===== config.mk =====
export PLATFORM = sky130hd
export DESIGN_NAME = clock_source_startup_control
export DESIGN_NICKNAME = d
export VERILOG_FILES = /design/src/clock_control_pkg.sv /design/src/clock_source_startup_control.sv
export SDC_FILE = /design/constraint.sdc
export NUM_CORES = 1
export LEC_CHECK = 0
export ABC_AREA = 1
export BUFFER_PORTS_ARGS = -buffer_cell sky130_fd_sc_hd__buf_2
export CAP_MARGIN = 20
export CORE_UTILIZATION = 50
export CTS_CLUSTER_DIAMETER = 120
export DETAILED_ROUTE_END_ITERATION = 16
export GPL_TIMING_DRIVEN = 1
export PLACE_DENSITY = 0.72
export SYNTH_ARGS = -nofsm -noshare
export SYNTH_HDL_FRONTEND = slang
export SYNTH_SLANG_ARGS = --single-unit

===== constraint.sdc =====
create_clock -name mclk -period 2.3 [get_ports mclk]
set_clock_uncertainty 0.05 [all_clocks]
set_input_delay 0.23 -clock mclk [delete_from_list [all_inputs] [get_ports mclk]]
set_output_delay 0.23 -clock mclk [all_outputs]
set_load 0.02 [all_outputs]

===== src/clock_control_pkg.sv =====
package clock_control_pkg;

  // ----------------------------------------------------------------
  // types
  // ----------------------------------------------------------------
  typedef enum logic [2:0] {
    src_low_power  = 3'h0,
    src_full_swing = 3'h1,
    src_low_freq   = 3'h2,
    src_rc_128k    = 3'h3,
    src_rc_cal     = 3'h4,
    src_external   = 3'h5,
    src_reserved   = 3'h6
  } clk_source_type;

  typedef enum logic [2:0] {
    st_hold      = 3'h0,
    st_timeout   = 3'h1,
    st_osc_start = 3'h2,
    st_run       = 3'h3,
    st_sleep     = 3'h4
  } startup_state_type;

  typedef enum logic [1:0] {
    mode_idle       = 2'h0,
    mode_adc_nr     = 2'h1,
    mode_power_down = 2'h2,
    mode_power_save = 2'h3
  } sleep_mode_type;

  typedef struct packed {
    logic [3:0] clock_source_select_fuses;
    logic [1:0] startup_time_fuses;
    logic       divide_by_eight_fuse;
  } fuse_type;

  typedef struct packed {
    logic core_clock_domain;
    logic peripheral_clock_domain;
    logic program_memory_clock_domain;
    logic async_timer_clock_domain;
    logic converter_clock_domain;
  } domain_clk_type;

  // ----------------------------------------------------------------
  // constants
  // ----------------------------------------------------------------
  localparam fuse_type   FUSE_RESET      = '{4'h2, 2'h2, 1'h0};
  localparam int         CNT_W           = 16;
  localparam logic [3:0] SEL_RESERVED    = 4'h1;
  localparam logic [3:0] SEL_RC_CAL      = 4'h2;
  localparam int         TOUT_SHORT_CYC  = 512;
  localparam int         OSC_EXT_CYC     = 6;
  localparam int         OSC_RC_CYC      = 6;
  localparam int         OSC_SHORT_CYC   = 258;
  localparam int         OSC_MID_CYC     = 1024;
  localparam logic [2:0] DIV_CNT_RESET   = 3'h0;
  localparam int         SYNC_W          = 5;
  localparam int         SYNC_RST_SRC    = 0;
  localparam int         SYNC_WDT_OSC    = 1;
  localparam int         SYNC_SEL_OSC    = 2;
  localparam int         SYNC_WAKE       = 3;
  localparam int         SYNC_LEVEL_IRQ  = 4;

endpackage


===== src/clock_source_startup_control.sv =====
// How it works
// four-bit source select fuses decode to six oscillator classes, 0001 reserved
// a fuse bit at one is unprogrammed, at zero programmed
// factory default: calibrated RC, longest start-up, divide-by-eight programmed
// internal reset stays asserted a supply time-out after other sources release
// supply time-out counts 0, 512 or 8192 watchdog oscillator cycles
// a counter on the selected oscillator holds reset, then releases it
// oscillator start-up count ranges from 6 to 32K cycles by clock class
// reset start-up uses time-out plus oscillator count; wake-up from power-down or power-save only the count, from idle or ADC noise reduction none
// clocks of unused modules halt according to the sleep mode
// every domain clock runs at the prescaled system clock frequency
// halting the core clock stops core register and stack logic
// program memory clock is enabled together with the core clock
// peripheral clock feeds timers; serial address detection stays asynchronous when halted
// asynchronous timer clock keeps running during sleep, except in power-down, for real time
// converter clock runs while core and peripheral clocks are halted
// level wake from power-down wakes always, interrupts only if level held
// programmed divide-by-eight fuse divides the system clock by eight
// domain enables change only while the gated clock is low
module clock_source_startup_control #(
  parameter int TOUT_LONG_CYC = 8192,
  parameter int OSC_LONG_CYC  = 16384,
  parameter int OSC_LF_CYC    = 32768
) (
  input  wire logic                              mclk,
  input  wire logic                              rst,
  input  wire clock_control_pkg::fuse_type       fuse_in,
  input  wire logic                              fuse_valid,
  input  wire logic                              reset_source_active,
  input  wire logic                              wdt_osc,
  input  wire logic                              sel_osc,
  input  wire logic                              sleep_req,
  input  wire clock_control_pkg::sleep_mode_type sleep_mode,
  input  wire logic                              wake_event,
  input  wire logic                              level_irq,
  output logic                                   internal_reset,
  output clock_control_pkg::clk_source_type      clk_source,
  output logic                                   clock_select_reserved,
  output logic                                   sys_clk,
  output clock_control_pkg::domain_clk_type      domain_clk,
  output logic                                   async_detect_armed,
  output logic                                   wake_irq
);

  if (TOUT_LONG_CYC < 1 || TOUT_LONG_CYC > 65536 || OSC_LONG_CYC < 1 ||
      OSC_LONG_CYC > 65536 || OSC_LF_CYC < 1 || OSC_LF_CYC > 65536) begin : g_bad_counts
    $error("cycle count parameters must lie in 1..65536");
  end

  // ----------------------------------------------------------------
  // input synchronisers
  // ----------------------------------------------------------------
  logic [clock_control_pkg::SYNC_W-1:0] meta_ff;
  logic [clock_control_pkg::SYNC_W-1:0] sync_ff;
  logic [clock_control_pkg::SYNC_W-1:0] raw_in;

  assign raw_in = {level_irq, wake_event, sel_osc, wdt_osc, reset_source_active};

  for (genvar i = 0; i < clock_control_pkg::SYNC_W; i++) begin : g_sync
    always_ff @(posedge mclk or posedge rst) begin
      // reset source reads as asserted until its release is seen
      if (rst) begin
        meta_ff[i] <= (i == clock_control_pkg::SYNC_RST_SRC);
        sync_ff[i] <= (i == clock_control_pkg::SYNC_RST_SRC);
      end else begin
        meta_ff[i] <= raw_in[i];
        sync_ff[i] <= meta_ff[i];
      end
    end
  end

  logic rst_src_s;
  logic wake_s;
  logic level_s;
  logic wdt_prev_ff;
  logic osc_prev_ff;
  logic wdt_tick;
  logic osc_tick;

  assign rst_src_s = sync_ff[clock_control_pkg::SYNC_RST_SRC];
  assign wake_s    = sync_ff[clock_control_pkg::SYNC_WAKE];
  assign level_s   = sync_ff[clock_control_pkg::SYNC_LEVEL_IRQ];
  assign wdt_tick  = sync_ff[clock_control_pkg::SYNC_WDT_OSC] & ~wdt_prev_ff;
  assign osc_tick  = sync_ff[clock_control_pkg::SYNC_SEL_OSC] & ~osc_prev_ff;

  always_ff @(posedge mclk or posedge rst) begin
    if (rst) begin
      wdt_prev_ff <= 1'b0;
      osc_prev_ff <= 1'b0;
    end else begin
      wdt_prev_ff <= sync_ff[clock_control_pkg::SYNC_WDT_OSC];
      osc_prev_ff <= sync_ff[clock_control_pkg::SYNC_SEL_OSC];
    end
  end

  // ----------------------------------------------------------------
  // fuse decode
  // ----------------------------------------------------------------
  localparam int CNT_W_L = clock_control_pkg::CNT_W;

  clock_control_pkg::fuse_type fuse_ff;
  clock_control_pkg::fuse_type nxt_fuse;

  function automatic clock_control_pkg::clk_source_type decode_src(input logic [3:0] sel);
    clock_control_pkg::clk_source_type s;
    s = clock_control_pkg::src_reserved;
    if (sel[3])                 s = clock_control_pkg::src_low_power;
    else if (sel[3:1] == 3'h3)  s = clock_control_pkg::src_full_swing;
    else if (sel[3:1] == 3'h2)  s = clock_control_pkg::src_low_freq;
    else if (sel == 4'h3)       s = clock_control_pkg::src_rc_128k;
    else if (sel == 4'h2)       s = clock_control_pkg::src_rc_cal;
    else if (sel == 4'h0)       s = clock_control_pkg::src_external;
    return s;
  endfunction

  // supply time-out length in watchdog cycles, zero means disabled
  function automatic logic [CNT_W_L:0] tout_len(input clock_control_pkg::fuse_type f);
    logic [CNT_W_L:0] n;
    logic [2:0]       k;
    n = '0;
    k = {f.clock_source_select_fuses[0], f.startup_time_fuses};
    if (f.clock_source_select_fuses[3:1] >= 3'h3) begin
      case (k)
        3'h0, 3'h3, 3'h6: n = (CNT_W_L+1)'(clock_control_pkg::TOUT_SHORT_CYC);
        3'h2, 3'h5:       n = '0;
        default:          n = (CNT_W_L+1)'(TOUT_LONG_CYC);
      endcase
    end else begin
      case (f.startup_time_fuses)
        2'h0:    n = '0;
        2'h1:    n = (CNT_W_L+1)'(clock_control_pkg::TOUT_SHORT_CYC);
        default: n = (CNT_W_L+1)'(TOUT_LONG_CYC);
      endcase
    end
    return n;
  endfunction

  // oscillator start-up length in selected oscillator cycles
  function automatic logic [CNT_W_L:0] osc_len(input clock_control_pkg::fuse_type f);
    logic [CNT_W_L:0] n;
    logic [2:0]       k;
    k = {f.clock_source_select_fuses[0], f.startup_time_fuses};
    case (decode_src(f.clock_source_select_fuses))
      clock_control_pkg::src_low_power,
      clock_control_pkg::src_full_swing: begin
        if (k <= 3'h1)      n = (CNT_W_L+1)'(clock_control_pkg::OSC_SHORT_CYC);
        else if (k <= 3'h4) n = (CNT_W_L+1)'(clock_control_pkg::OSC_MID_CYC);
        else                n = (CNT_W_L+1)'(OSC_LONG_CYC);
      end
      clock_control_pkg::src_low_freq: n = (CNT_W_L+1)'(OSC_LF_CYC);
      clock_control_pkg::src_external: n = (CNT_W_L+1)'(clock_control_pkg::OSC_EXT_CYC);
      default:                         n = (CNT_W_L+1)'(clock_control_pkg::OSC_RC_CYC);
    endcase
    return n;
  endfunction

  logic [CNT_W_L:0] tout_target;
  logic [CNT_W_L:0] osc_target;

  assign tout_target = tout_len(fuse_ff);
  assign osc_target  = osc_len(fuse_ff);

  // ----------------------------------------------------------------
  // start-up sequencer
  // ----------------------------------------------------------------
  clock_control_pkg::startup_state_type state_ff;
  clock_control_pkg::startup_state_type nxt_state;
  clock_control_pkg::sleep_mode_type    mode_ff;
  clock_control_pkg::sleep_mode_type    nxt_mode;
  logic [CNT_W_L:0]                     cnt_ff;
  logic [CNT_W_L:0]                     nxt_cnt;
  logic                                 waking_ff;
  logic                                 nxt_waking;
  logic                                 wake_irq_ff;
  logic                                 nxt_wake_irq;
  logic                                 int_rst_ff;
  logic                                 nxt_int_rst;

  always_comb begin
    nxt_state    = state_ff;
    nxt_mode     = mode_ff;
    nxt_cnt      = cnt_ff;
    nxt_waking   = waking_ff;
    nxt_wake_irq = 1'b0;
    nxt_fuse     = fuse_ff;
    case (state_ff)
      clock_control_pkg::st_hold: begin
        nxt_cnt    = '0;
        nxt_waking = 1'b0;
        if (fuse_valid) nxt_fuse = fuse_in;
        if (!rst_src_s) begin
          nxt_state = (tout_target == '0) ? clock_control_pkg::st_osc_start
                                          : clock_control_pkg::st_timeout;
        end
      end
      clock_control_pkg::st_timeout: begin
        if (wdt_tick) begin
          nxt_cnt = cnt_ff + 1'b1;
          if (nxt_cnt == tout_target) begin
            nxt_cnt   = '0;
            nxt_state = clock_control_pkg::st_osc_start;
          end
        end
      end
      clock_control_pkg::st_osc_start: begin
        if (osc_tick) begin
          nxt_cnt = cnt_ff + 1'b1;
          if (nxt_cnt == osc_target) begin
            nxt_cnt      = '0;
            nxt_state    = clock_control_pkg::st_run;
            nxt_wake_irq = waking_ff & level_s;
            nxt_waking   = 1'b0;
          end
        end
      end
      clock_control_pkg::st_run: begin
        if (sleep_req) begin
          nxt_mode  = sleep_mode;
          nxt_state = clock_control_pkg::st_sleep;
        end
      end
      clock_control_pkg::st_sleep: begin
        if (wake_s) begin
          if (mode_ff == clock_control_pkg::mode_power_down ||
              mode_ff == clock_control_pkg::mode_power_save) begin
            nxt_state  = clock_control_pkg::st_osc_start;
            nxt_waking = 1'b1;
            nxt_cnt    = '0;
          end else begin
            nxt_state = clock_control_pkg::st_run;
          end
        end
      end
      default: nxt_state = clock_control_pkg::st_hold;
    endcase
    if (rst_src_s) begin
      nxt_state  = clock_control_pkg::st_hold;
      nxt_waking = 1'b0;
    end
    nxt_int_rst = (nxt_state == clock_control_pkg::st_hold) ||
                  (nxt_state == clock_control_pkg::st_timeout) ||
                  (nxt_state == clock_control_pkg::st_osc_start && !nxt_waking);
  end

  always_ff @(posedge mclk or posedge rst) begin
    if (rst) begin
      state_ff    <= clock_control_pkg::st_hold;
      mode_ff     <= clock_control_pkg::mode_idle;
      cnt_ff      <= '0;
      waking_ff   <= 1'b0;
      wake_irq_ff <= 1'b0;
      int_rst_ff  <= 1'b1;
      fuse_ff     <= clock_control_pkg::FUSE_RESET;
    end else begin
      state_ff    <= nxt_state;
      mode_ff     <= nxt_mode;
      cnt_ff      <= nxt_cnt;
      waking_ff   <= nxt_waking;
      wake_irq_ff <= nxt_wake_irq;
      int_rst_ff  <= nxt_int_rst;
      fuse_ff     <= nxt_fuse;
    end
  end

  // ----------------------------------------------------------------
  // prescaler and glitch-free domain gating
  // ----------------------------------------------------------------
  logic [2:0]                        div_ff;
  logic [2:0]                        nxt_div;
  logic                              sys_ff;
  logic                              nxt_sys;
  clock_control_pkg::domain_clk_type en_req;
  clock_control_pkg::domain_clk_type en_ff;
  clock_control_pkg::domain_clk_type nxt_en;
  clock_control_pkg::domain_clk_type dom_ff;
  clock_control_pkg::domain_clk_type nxt_dom;
  logic                              running;
  logic                              sleeping;

  always_comb begin
    nxt_div  = div_ff + 3'h1;
    nxt_sys  = fuse_ff.divide_by_eight_fuse ? nxt_div[0] : nxt_div[2];
    running  = (state_ff == clock_control_pkg::st_run);
    sleeping = (state_ff == clock_control_pkg::st_sleep);
    en_req.core_clock_domain           = running;
    en_req.program_memory_clock_domain = running;
    en_req.peripheral_clock_domain     = running ||
      (sleeping && mode_ff == clock_control_pkg::mode_idle);
    en_req.converter_clock_domain      = running ||
      (sleeping && mode_ff <= clock_control_pkg::mode_adc_nr);
    en_req.async_timer_clock_domain    = !(sleeping &&
      mode_ff == clock_control_pkg::mode_power_down);
    nxt_en  = nxt_sys ? en_ff : en_req;
    nxt_dom = {5{nxt_sys}} & nxt_en;
  end

  always_ff @(posedge mclk or posedge rst) begin
    if (rst) begin
      div_ff <= clock_control_pkg::DIV_CNT_RESET;
      sys_ff <= 1'b0;
      en_ff  <= '0;
      dom_ff <= '0;
    end else begin
      div_ff <= nxt_div;
      sys_ff <= nxt_sys;
      en_ff  <= nxt_en;
      dom_ff <= nxt_dom;
    end
  end

  assign internal_reset        = int_rst_ff;
  assign clk_source            = decode_src(fuse_ff.clock_source_select_fuses);
  assign clock_select_reserved = (fuse_ff.clock_source_select_fuses ==
                                  clock_control_pkg::SEL_RESERVED);
  assign sys_clk               = sys_ff;
  assign domain_clk            = dom_ff;
  assign async_detect_armed    = ~en_ff.peripheral_clock_domain;
  assign wake_irq              = wake_irq_ff;

  // ----------------------------------------------------------------
  // checks
  // ----------------------------------------------------------------
  chk_decode_rc: assert property (@(posedge mclk) disable iff (rst)
    fuse_ff.clock_source_select_fuses == clock_control_pkg::SEL_RC_CAL
      |-> clk_source == clock_control_pkg::src_rc_cal)
    else $error("calibrated rc code decoded wrongly");
  chk_default_fuse: assert property (@(posedge mclk) disable iff (rst)
    $fell(rst) ##0 !fuse_valid |-> fuse_ff == clock_control_pkg::FUSE_RESET)
    else $error("fuses not at factory default");
  chk_tout_skip: assert property (@(posedge mclk) disable iff (rst)
    $past(state_ff) == clock_control_pkg::st_hold &&
    state_ff == clock_control_pkg::st_osc_start |-> tout_target == '0)
    else $error("time-out skipped while enabled");
  chk_reset_held: assert property (@(posedge mclk) disable iff (rst)
    state_ff == clock_control_pkg::st_timeout ##1
    state_ff == clock_control_pkg::st_osc_start |-> internal_reset)
    else $error("reset released before oscillator count");
  chk_wake_path: assert property (@(posedge mclk) disable iff (rst)
    $past(state_ff) == clock_control_pkg::st_sleep &&
    state_ff == clock_control_pkg::st_osc_start |-> waking_ff && !internal_reset)
    else $error("wake-up took reset path");
  chk_core_halt: assert property (@(posedge mclk) disable iff (rst)
    sleeping [*8] |-> !domain_clk.core_clock_domain)
    else $error("core clock runs in sleep");
  chk_flash_core: assert property (@(posedge mclk) disable iff (rst)
    domain_clk.core_clock_domain == domain_clk.program_memory_clock_domain)
    else $error("program memory clock differs from core clock");
  chk_gate_low: assert property (@(posedge mclk) disable iff (rst)
    $changed(en_ff) |-> !sys_ff)
    else $error("domain enable changed while clock high");
  chk_irq_level: assert property (@(posedge mclk) disable iff (rst)
    wake_irq |-> $past(level_s) && $past(waking_ff))
    else $error("wake interrupt without held level");
  chk_div_eight: assert property (@(posedge mclk) disable iff (rst)
    $rose(sys_ff) && !fuse_ff.divide_by_eight_fuse &&
    !$past(fuse_ff.divide_by_eight_fuse) && !$past(fuse_ff.divide_by_eight_fuse, 2)
      ##1 !fuse_ff.divide_by_eight_fuse [*7] |=> $rose(sys_ff))
    else $error("divided system clock period not eight");

endmodule


; ---- Yosys cells after proc, flatten, opt, wreduce, memory -nomap -nowiden
; Index checks and enable logic that the tools add are counted.
[word_totals]
word_cells = 138
input_bits = 18
regBits = 58
[classes]
reduce_logical = 26
muxes = 40
n_eq_ne = 26
magnitude_cmp = 4
addsub = 2
n_bitwise = 7
[ops]
columns = op, n
row1 = two-way mux 17 bit, 7
row2 = case mux 17 bit (4 select lines), 1
row3 = case mux 14 bit (2 select lines), 2
row4 = equality test 17 bit, 2
row5 = case mux 17 bit (2 select lines), 1
row6 = two-way mux 3 bit, 11
row7 = two-way mux 15 bit, 2
row8 = "equality test 3 x 2 -> 1 bit, second input constant", 8
row9 = "adder 17 x 1 -> 17 bit, second input constant", 1
row10 = zero test 17 bit, 1
row11 = case mux 3 bit (5 select lines), 1
row12 = zero test 3 bit, 4
row13 = two-way mux 1 bit, 10
row14 = "equality test 3 x 1 -> 1 bit, second input constant", 3
row15 = "equality test 3 bit, second input constant", 3
row16 = "equality test 4 x 2 -> 1 bit, second input constant", 2
row17 = two-way mux 2 bit, 3
row18 = "inequality test 2 bit, second input constant", 3
row19 = AND 5 bit, 1
row20 = logical OR 1 bit, 5
row21 = two-way mux 5 bit, 1
row22 = AND reduction 5 bit, 1
row23 = "equality test 2 bit, second input constant", 2
row24 = "equality test 4 x 1 -> 1 bit, second input constant", 1
row25 = 18 further kinds, 29

; ---- Longest topological paths before layout
; Gate-level depths: netlist of the first run.
[depth]
depth_word = 18
mapped_depth = 18
depth_no_buf = 18

; ---- Worst setup path before layout of the first run
; OpenSTA, ideal clock, no wires.
[synth_path]
path_kind = register to register
start = register cnt_ff[0]
end = register cnt_ff[3]
arrival_ps = 1975
path_slack_ps = 157
stages_incl_launch_ff = 16
setup_time_ps = 118
cell_sequence = dfrtp_1 -> ha_1 -> nand2_2 -> nor2_4 -> nand2_2 -> o21ai_1 -> nand2_2 -> inv_2 -> nand2_4 -> nor2_4 -> nand3_2 -> nor2_4 -> o21ai_4 -> buf_8 -> nand3_2 -> o21ai_2
[synth_between]
elab_chain_cells = 5
[synth_rtl]
columns = item, line
row1 = start: declaration, clock_source_startup_control.sv:170  ; logic [CNT_W_L:0] cnt_ff;
row2 = start signal: assignment, clock_source_startup_control.sv:257  ; cnt_ff <= nxt_cnt;
row3 = adder 17 x 1 -> 17 bit (*), "clock_source_startup_control.sv:198, clock_source_startup_control.sv:207"
row4 = "equality test 17 bit, on equally long branches", "clock_source_startup_control.sv:208, clock_source_startup_control.sv:199"
row5 = "two-way mux 17 bit, on equally long branches", "clock_source_startup_control.sv:208, clock_source_startup_control.sv:199"
row6 = "two-way mux 17 bit, on equally long branches", "clock_source_startup_control.sv:206, clock_source_startup_control.sv:197"
row7 = case mux 17 bit (4 select lines) (*), clock_source_startup_control.sv:186  ; case (state_ff)
; Mark *: on every way between the ends. The rest lies on a longest branch, timed or not. The select of a mux whose other input is x is not followed.
; A chain may end at the register's enable or synchronous reset.

; ---- Worst setup path after layout of the first run
[layout_path]
start = register cnt_ff[1]
end = register cnt_ff[15]
; Same word-level chain as after synthesis.

==> flow_summary.toml, run 1 <==
[synth]
synth_area_mm2 = 0.00339
netlist_instances = 442
ys_seq_area_frac = 0.430
ys.warnings.count = 0
ys_ff_latch = 58
ys_types = 37
syn_area_per_cell_um2 = 7.67
synth_fp_nets = 463

[clock_tree]
clock_latency_ps = 350
clkSlewWorstSetupHoldPaths_ps = 70
cts_tree = "done"
cts.sinks = 58
htreeDepth = 3
root_buffer = "clkbuf_8"
clockBufferDepth = 2
cts_buffers = 9

[drt]
routed_wirelength_mm = 7.89
dr_wl_met3_um = 330
top_layer = "met4"
num_vias = 3039
route.met2.wl_mm = 3.75
vias_per_cell = 5.25
drc = 0
dr.pass1.iters = 5
wl_met1_mm = 3.67
avgRoutedWirePerCell_um = 13.6
ant_nets = 0
drtIter0Drc = 201

[floorplan]
start_util = 0.525
dieArea_mm2 = 0.00711
row_count = 29
die_h_um = 84.4
ios = 31
fp.dieW_um = 84.4
core_mm2 = 0.00646

[layout]
antenna_cells = 0
drive_above_1_share = 0.283
fin_nets = 518
finalNonFillerCells = 579
fillers = 570
final_common_cell = "nand2_1"
area_delta_synth_final_pct = 21.0
fin_util = 0.635
final_cell_mix = "nand2_1, inv_1, dfrtp_1"

[timing]
rsz0062_at_grt = "yes"
slew_headroom = 0.707
min_period_ps = 2300
timing.fmax_mhz = 434
fin_crit_sh = 1.00
slew_violations = 0
setup_viol = 1
hold_viol = 0
worst_pin_slew_ps = 436
finalWorstSetupSlack_ps = -3.92

[placed_design]
post-place-cells = 553
port_buffers = 30
gp_congestion = 0.852
dp_hpwl_mm = 5.60

[setup_path]
r2r_slack_ps = -4
crit_chain = "buf_4, nand2_2, nor2_4, buf_4, nand2_2, nand2_2, nand3_2, nor2_4, nand2_1, nor2_2, nand3_2, nor2_4, o21ai_4, buf_12, nand3_1, o21ai_0"
worst_r2r_endpoint = "cnt_ff[15]$_DFFE_PP0P_"
crit_slowest_cell = "dfrtp_1"
required_ps = 2480
cp_num_buf_inv = 3
arrival_ps = 2490
reg2regPathDepth = 16
start_kind = "flip-flop"
r2r_start = "cnt_ff[1]$_DFFE_PP0P_"
path_max_fanout = 8
cpPeakStageDelay_ps = 400
crit_family = "simple AND/OR/NAND/NOR gates"
worst_setup_path_end_kind = "flip-flop"
crit_type = "flip-flop to flip-flop"

[run_status]
violations = "negative setup slack"
outcome = "complete, but fails checks"

[global_routing]
grt_pass1_wl_mm = 13.3
grt_max_degree = 48
grt_overflow = 0
grtUsageTotal = 0.240
antenna_found_initial = 0
grt_pass1_vias = 2999

[hold_path]
hold-path-endpoint = "fuse_ff[4]$_DFFE_PP1P_"
hold_class = "input pin to flip-flop"
whs_path_depth = 3
hp-start = "fuse_in[4]"

[pwr]
cellPowerDensity_mw_per_mm2 = 1100
finalPower_w = 0.00451
leakagePower_nw = 2.03
ir_drop_v = 0.000721

[run]
maxCapViolations = 0
## how the worst max path moves through the flow
stage	startpoint	end	slack [ps]	cells past startpoint
after CTS	cnt_ff[0]$_DFFE_PP0P_	cnt_ff[13]$_DFFE_PP0P_	40	15
after global placement	cnt_ff[0]$_DFFE_PP0P_	cnt_ff[11]$_DFFE_PP0P_	30	15
after detailed placement	cnt_ff[0]$_DFFE_PP0P_	cnt_ff[9]$_DFFE_PP0P_	-70	15
final	cnt_ff[1]$_DFFE_PP0P_	cnt_ff[15]$_DFFE_PP0P_	-4	16
after global routing	cnt_ff[1]$_DFFE_PP0P_	cnt_ff[11]$_DFFE_PP0P_	-120	17
after floorplan	cnt_ff[0]$_DFFE_PP0P_	cnt_ff[3]$_DFFE_PP0P_	160	15
## synth_stat cells (all sizes together)
| master | n | area (um2) |
|---|---|---|
| nand2 | 125 | 534 |
| inv | 69 | 264 |
| nor2 | 64 | 310 |
| dfrtp | 53 | 1330 |
| nand3 | 38 | 225 |
| o21ai | 34 | 215 |
| a21oi | 14 | 70.1 |
| nand4 | 12 | 75.1 |
| dfstp | 5 | 131 |
| nand3b | 4 | 30.0 |
| nor3 | 4 | 31.3 |
| buf | 3 | 31.3 |
| ha | 3 | 37.5 |
| clkbuf | 2 | 7.51 |
| o2111ai | 2 | 17.5 |
| o221ai | 2 | 17.5 |
| a211oi | 1 | 7.51 |
| mux2 | 1 | 11.3 |
| nor3b | 1 | 7.51 |
| o21bai | 1 | 11.3 |
| o22ai | 1 | 6.26 |
| o31ai | 1 | 7.51 |
| or2 | 1 | 6.26 |
| xor2 | 1 | 8.76 |
## report_power, final
| part | internal, W | switching, W |
|---|---|---|
| combinational | 0.000683 | 0.00131 |
| sequential | 0.00121 | 0.000122 |
| clock | 0.000728 | 0.000449 |
| total | 0.00263 | 0.00188 |
## worst register-to-register path, stage by stage (launching register included)
cell and delay, ps:
dfrtp_1 400, buf_4 160, nand2_2 60, nor2_4 170, buf_4 140, nand2_2 70
nand2_2 80, nand3_2 80, nor2_4 140, nand2_1 80, nor2_2 100, nand3_2 110
nor2_4 150, o21ai_4 90, buf_12 160, nand3_1 60, o21ai_0 70
## routing by layer
metal / vias to the layer above / GRT usage
li1: 1521 / -
met1: 1424 / 0.310
met2: 79 / 0.403
met3: 15 / 0.0580
met4: 0 / 0.0724
met5: - / 0
## registers in the layout (all words and copies together) (netlist names), 3 cells and up, named ones only
signal / cells
cnt_ff: 17
fuse_ff: 7
domain_clk: 5
meta_ff: 5
div_ff: 3
state_ff: 3
## what timing repair did
| item | CTS | global route |
|---|---|---|
| buffers inserted | 1 | 2 |
| endpoints found under the setup margin | 11 | 20 |
| cloned | 0 | 1 |
| pin swaps | 1 | 12 |
| hold buffers | 6 | 0 |
| endpoints found under the hold margin | 15 | 0 |
| gates resized for setup | 0 | 21 |
## metrics by stage
stage | worst slack [ps] | TNS (ps) | area [um2] | hold slack [ps]
finish | -3.92 | -3.92 | 4100 | 58.9
global route | -121 | -1750 | 4100 | 69.9
CTS | 39.3 | 0 | 4010 | 54.5
detailed placement | -69.9 | -391 | 3680 | 133
global placement | 32.9 | 0 | 3680 | 126
floorplan | 157 | 0 | 3390 | 184
## logic make-up after synthesis
kind of cell | count (synthesis) | synth area share
compound gates | 56 | 0.104
xor+xnor | 1 | 0.00258
fa+ha+maj | 3 | 0.0111
buf+inv | 74 | 0.0893
flops | 58 | 0.430
mux | 1 | 0.00332
simple gates | 249 | 0.360
## final cells by class
| type | instances | area, um2 | share of cell area |
|---|---|---|---|
| multi-input combinational | 310 | 1680 | 0.409 |
| clock inverter | 7 | 125 | 0.0305 |
| clock buffer | 9 | 124 | 0.0302 |
| timing repair buffer | 49 | 358 | 0.0872 |
| sequential | 58 | 1460 | 0.355 |
| inverter | 69 | 264 | 0.0643 |
| tap | 77 | 96.3 | 0.0235 |
(Power assumes the default switching activity.)
==> run 2, diff against run 1 <==
--- a/config.mk
+++ b/config.mk
@@ -5,7 +5,6 @@
 export SDC_FILE = /design/constraint.sdc
 export NUM_CORES = 1
 export LEC_CHECK = 0
-export ABC_AREA = 1
 export BUFFER_PORTS_ARGS = -buffer_cell sky130_fd_sc_hd__buf_2
 export CAP_MARGIN = 20
 export CORE_UTILIZATION = 50
==> run 2 against run 1 <==
Effect of this change: the run still ends with negative setup slack left; die area shrank 3.2%; sequential power grew 3%; register-to-register slack got worse by 420 ps; fmax down 16%; critical endpoint is now cnt_ff[2]$_DFFE_PP0P_.
==> flow_summary.toml, run 2 <==
[global_routing]
grt_overflow = 0
grt_max_degree = 31
grt_pass1_vias = 3162
antenna_found_initial = 0
grt_pass1_wl_mm = 15.9
grtUsageTotal = 0.294

[drt]
drtIter0Drc = 315
dr.pass1.iters = 6
avgRoutedWirePerCell_um = 19.4
ant_nets = 0
num_vias = 3290
vias_per_cell = 6.12
routed_wirelength_mm = 10.4
drc = 0

[clock_tree]
cts_tree = "done"
htreeDepth = 3
clock_latency_ps = 350
cts.sinks = 58
clockBufferDepth = 2
cts_buffers = 9
root_buffer = "clkbuf_8"
clkSlewWorstSetupHoldPaths_ps = 80

[layout]
reg_top3 = "cnt_ff: 17 flops, fuse_ff: 7 flops"
antenna_cells = 0
top_register = "cnt_ff"
ff_latch_area_mm2 = 0.00146
fillers = 399
drive_above_1_share = 0.449
area_delta_synth_final_pct = 43.9
largest_register_ffs = 17
multi_input_area_mm2 = 0.00194
fin_nets = 477
final_cell_mix = "buf_4, dfrtp_1, buf_2"
fin_util = 0.743
final_common_cell = "buf_4"

[synth]
synth_common_cells = "dfrtp_1, nand2_1, nor2_1"
ys_types = 73
ys_async_sr_fraction = 1.00
ys_ff_latch = 58
yosys_most_used_dff = "dfrtp_1"
post-synth-top-area-cell = "dfrtp_1"
yosys.area.top_type_share = 0.404
ys_seq_area_frac = 0.444
yosys-top-cells-area = "dfrtp_1, dfstp_2, xor2_1"
synth_enable_flop_cells = 0
yosys.cell_count.top_type = "dfrtp_1"
synth_area_mm2 = 0.00328
netlist_instances = 338
synth_fp_nets = 359
ys.warnings.count = 0
syn_area_per_cell_um2 = 9.70

[pwr]
internal-power_w = 0.00276
leakagePower_nw = 2.19
ir_drop_v = 0.000694
power.switching_w = 0.00179
pwr-share-seq = 0.303
cellPowerDensity_mw_per_mm2 = 965
combPwrFrac = 0.458
switching_share = 0.393
power.share.clock = 0.238

[placed_design]
port_buffers = 30
pre_cts_ws_ps = -414
dp_hpwl_mm = 5.82
gp_congestion = 0.975

[run_status]
outcome = "complete, but fails checks"
violations = "negative setup slack"

[timing]
slew_violations = 0
hold_viol = 0
totalNegativeSetupSlack_ps = -7540
fin_crit_sh = 1.19
worst_pin_slew_ps = 653
min_period_ps = 2730
timing.fmax_mhz = 367
setup_viol = 21
rsz0062_at_grt = "yes"
finalWorstSetupSlack_ps = -428
slew_headroom = 0.564

[floorplan]
start_util = 0.516
die_h_um = 83.0
ios = 31
core_mm2 = 0.00635
dieArea_mm2 = 0.00689
fp.dieW_um = 83.0
row_count = 29

[setup_path]
arrival_ps = 2900
path_max_fanout = 9
start_kind = "flip-flop"
crit_type = "flip-flop to flip-flop"
cpPeakStageDelay_ps = 450
crit_slowest_cell = "o31a_2"
cp_common_cell = "buf_6"
required_ps = 2480
crit_chain = "ha_4, buf_6, nand3_4, nor4_4, xor2_2, buf_6, xor2_4, o31a_2, nor2_4, buf_12, a21oi_1"
worst_setup_path_end_kind = "flip-flop"

[hold_path]
hold_class = "input pin to flip-flop"

[run]
maxCapViolations = 0
-- run 2: layout make-up --
type,instances,area share
Multi-Input combinational cell,247,0.411
Clock inverter,7,0.0215
Clock buffer,9,0.0263
Tap cell,77,0.0204
Inverter,13,0.0103
Timing Repair Buffer,127,0.201
Sequential cell,58,0.310
-- run 2: timing repair --
action	CTS	global route
pin swaps	20	11
buffers inserted	20	6
hold endpoints to repair	29	0
gates resized for setup	38	12
hold buffers	6	0
endpoints found under the setup margin	20	21
-- run 2: through the flow --
stage               instances  hold WS [ps]  total power [W]  instance area [um2]
finish                    538          30.1          0.00455                 4720
global route              538          39.7          0.00478                 4720
CTS                       532          29.7          0.00447                 4600
detailed placement        491           285          0.00322                 3980
global placement          491           282          0.00318                 3980
floorplan                 338           184          0.00258                 3340
-- run 2: cell families (layout without fill, tap and decap cells) --
logic type	after synthesis	after routing	share of synthesized area
AND/OR/NAND/NOR	134	134	0.234
AO/OA/AOI/OAI	78	78	0.164
flip-flops	58	58	0.444
buffers and inverters	33	156	0.0477
XOR/XNOR	22	22	0.0652
multiplexers	9	9	0.0301
adder cells (fa/ha/maj)	4	4	0.0145
-- run 2: power by group through the flow --
stage	sequential, W	combinational, W	clock [W]
after floorplan	0.00136	0.00123	0
after global placement	0.00139	0.00179	0
after detailed placement	0.00139	0.00183	0
after CTS	0.00137	0.00200	0.00110
after global routing	0.00140	0.00224	0.00114
final	0.00138	0.00209	0.00109
-- run 2: metal layers --
metal / GRT usage / vias up / share of wire
li1: - / 1461 / -
met1: 0.380 / 1563 / 0.38
met2: 0.478 / 197 / 0.47
met3: 0.0557 / 69 / 0.087
met4: 0.141 / 0 / 0.061
met5: 0 / - / 0
-- run 2: worst max-delay path: cells and delay by family, from the launching register on --
| kind | cells | cell delay, ps |
|---|---|---|
| adders and majority gates | 1 | 180 |
| xor gates and xnor gates | 2 | 360 |
| and+or+nand+nor | 3 | 620 |
| AOI/OAI and AO/OA | 2 | 520 |
| buffers and inverters | 3 | 430 |
| DFF | 1 | 420 |
-- run 2: worst paths after layout --
kind                                       start  slack [ps]  cells past startpoint                     end
max                        cnt_ff[1]$_DFFE_PP0P_        -430                     11   cnt_ff[2]$_DFFE_PP0P_
min in group asynchronous                    rst         480                      3  fuse_ff[6]$_DFFE_PP0P_
max reg2reg                cnt_ff[1]$_DFFE_PP0P_        -430                     11   cnt_ff[2]$_DFFE_PP0P_
min                                   fuse_in[1]          30                      3  fuse_ff[1]$_DFFE_PP0P_
max in group asynchronous                    rst        1130                      4  cnt_ff[12]$_DFFE_PP0P_
min reg2reg                 meta_ff[1]$_DFF_PP0_         300                      0    sync_ff[1]$_DFF_PP0_
==> run 3, diff against run 2 <==
--- a/config.mk
+++ b/config.mk
@@ -12,6 +12,7 @@
 export DETAILED_ROUTE_END_ITERATION = 16
 export GPL_TIMING_DRIVEN = 1
 export PLACE_DENSITY = 0.72
+export REMOVE_ABC_BUFFERS = 1
 export SYNTH_ARGS = -nofsm -noshare
 export SYNTH_HDL_FRONTEND = slang
 export SYNTH_SLANG_ARGS = --single-unit
==> run 3 against run 2 <==
Effect of this change: the flow still finishes with violations (negative setup slack); non-clock buffer count down 5; die area did not move; sequential power is essentially flat; worst hold slack worse by 0.84 ps; sequential cell count did not move; cell area shrank 0.27%; sequential share of layout area about the same; first-iteration DRC count down 41%; via count fell by 6.7%; wire length down 8.2%; core utilization shrank 0.20 points; critical endpoint is now cnt_ff[3]$_DFFE_PP0P_; largest cell class unchanged; highest routed layer unchanged.
==> flow_summary.toml, run 3 (same netlist as run 2, synthesis figures left out) <==
[run_status]
outcome = "complete, but fails checks"
violations = "negative setup slack"

[timing]
fin_crit_sh = 1.16
setup_viol = 21
min_period_ps = 2660
worst_pin_slew_ps = 658
slew_headroom = 0.558
totalNegativeSetupSlack_ps = -5930
slew_violations = 0
hold_viol = 0
holdWs_ps = 29.2
rsz0062_at_grt = "yes"
timing.fmax_mhz = 376
finalWorstSetupSlack_ps = -361

[clock_tree]
cts_buffers = 9
clockBufferDepth = 2
cts.sinks = 58
root_buffer = "clkbuf_8"
clock_latency_ps = 350
htreeDepth = 3
clkSlewWorstSetupHoldPaths_ps = 80
cts_tree = "done"

[drt]
ant_nets = 0
drtIter0Drc = 186
vias_per_cell = 5.75
num_vias = 3068
drc = 0
routed_wirelength_mm = 9.57
avgRoutedWirePerCell_um = 17.9
dr.pass1.iters = 4

[pwr]
combPwrFrac = 0.477
pwr-share-seq = 0.293
power.share.clock = 0.230
internal-power_w = 0.00287
switching_share = 0.387
power.switching_w = 0.00181
leakagePower_nw = 2.15
cellPowerDensity_mw_per_mm2 = 994
ir_drop_v = 0.000906

[layout]
final_cell_mix = "buf_4, dfrtp_1, buf_2"
area_delta_synth_final_pct = 43.5
drive_above_1_share = 0.442
fin_nets = 473
antenna_cells = 0
fin_util = 0.741
largest_register_ffs = 17
reg_top3 = "cnt_ff: 17 flops, fuse_ff: 7 flops"
multi_input_area_mm2 = 0.00199
fillers = 432
final_common_cell = "buf_4"
ff_latch_area_mm2 = 0.00146
top_register = "cnt_ff"

[setup_path]
r2r_slack_ps = -360
required_ps = 2470
reg2regPathDepth = 10
crit_type = "flip-flop to flip-flop"
start_kind = "flip-flop"
path_max_fanout = 7
worst_r2r_endpoint = "cnt_ff[3]$_DFFE_PP0P_"
arrival_ps = 2830
r2r_start = "cnt_ff[0]$_DFFE_PP0P_"
worst_setup_path_end_kind = "flip-flop"

[global_routing]
grt_pass1_wl_mm = 14.9
grt_max_degree = 35
grt_overflow = 0
grt.busiest_layer = "met2"
grt_pass1_vias = 3102
use_met3 = 0.0626
met2_usage = 0.464
antenna_found_initial = 0
use_met1 = 0.351
grtUsageTotal = 0.279

[floorplan]
die_h_um = 83.0
row_count = 29
ios = 31
fp.dieW_um = 83.0
dieArea_mm2 = 0.00689
start_util = 0.516
core_mm2 = 0.00635

[placed_design]
dp_hpwl_mm = 6.13
gp_congestion = 0.918
port_buffers = 30

[hold_path]
hold_class = "input pin to flip-flop"
hp-start = "fuse_in[3]"
hold-path-endpoint = "fuse_ff[3]$_DFFE_PP0P_"
whs_path_depth = 3

[run]
maxCapViolations = 0
-- run 3: how the worst max path moves through the flow --
stage	startpoint	end	slack, ps	cells after the start
6_report	cnt_ff[0]$_DFFE_PP0P_	cnt_ff[3]$_DFFE_PP0P_	-360	10
5_1_grt	cnt_ff[0]$_DFFE_PP0P_	cnt_ff[3]$_DFFE_PP0P_	-470	10
4_1_cts	cnt_ff[1]$_DFFE_PP0P_	cnt_ff[3]$_DFFE_PP0P_	-300	9
3_5_place_dp	cnt_ff[0]$_DFFE_PP0P_	cnt_ff[6]$_DFFE_PP0P_	-510	10
3_3_place_gp	cnt_ff[0]$_DFFE_PP0P_	state_ff[0]$_DFF_PP0_	-400	10
2_1_floorplan	cnt_ff[0]$_DFFE_PP0P_	state_ff[0]$_DFF_PP0_	-210	9
-- run 3: cell type report --
cell class	count	area share
clock inverters	7	0.0215
multi-input cells	248	0.422
clock buffers	9	0.0263
well taps	77	0.0205
repair buffers	122	0.189
inverters	13	0.0104
flip-flops and latches	58	0.310
-- run 3: timing repair --
| action | CTS | global route |
|---|---|---|
| cloned | 1 | 0 |
| hold buffers | 6 | 0 |
| pin swaps | 17 | 22 |
| setup buffers | 6 | 4 |
| gates resized for setup | 27 | 35 |
| endpoints found under the hold margin | 29 | 0 |
| endpoints found under the setup margin | 21 | 21 |
-- run 3: stage by stage --
step           power, W  instances  worst slack (ps)  cell area, um2
3_5_place_dp    0.00328        501              -506            4010
4_1_cts         0.00448        530              -298            4470
5_1_grt         0.00494        534              -470            4710
6_report        0.00468        534              -361            4710
3_3_place_gp    0.00323        501              -396            4010
2_1_floorplan   0.00248        318              -209            3170
-- run 3: worst max-delay path, stage by stage, from the launching register on --
cell and delay, ps:
dfrtp_2 450, ha_4 190, nand4_1 150, buf_4 160, nor2_4 50, buf_4 140
nor4b_2 450, o41ai_4 150, o31a_4 380, nor2_4 230, o211ai_2 110
-- run 3: power groups by stage --
stage | Combinational, W | Clock (W) | Sequential, W
2_1_floorplan | 0.00103 | 0 | 0.00145
3_3_place_gp | 0.00187 | 0 | 0.00137
3_5_place_dp | 0.00190 | 0 | 0.00138
4_1_cts | 0.00203 | 0.00108 | 0.00137
5_1_grt | 0.00241 | 0.00113 | 0.00140
6_report | 0.00223 | 0.00107 | 0.00137
-- run 3: per-layer routing --
layer,share of wire,vias to the layer above
li1,-,1451
met1,0.42,1506
met2,0.51,88
met3,0.051,23
met4,0.023,0
met5,0,-
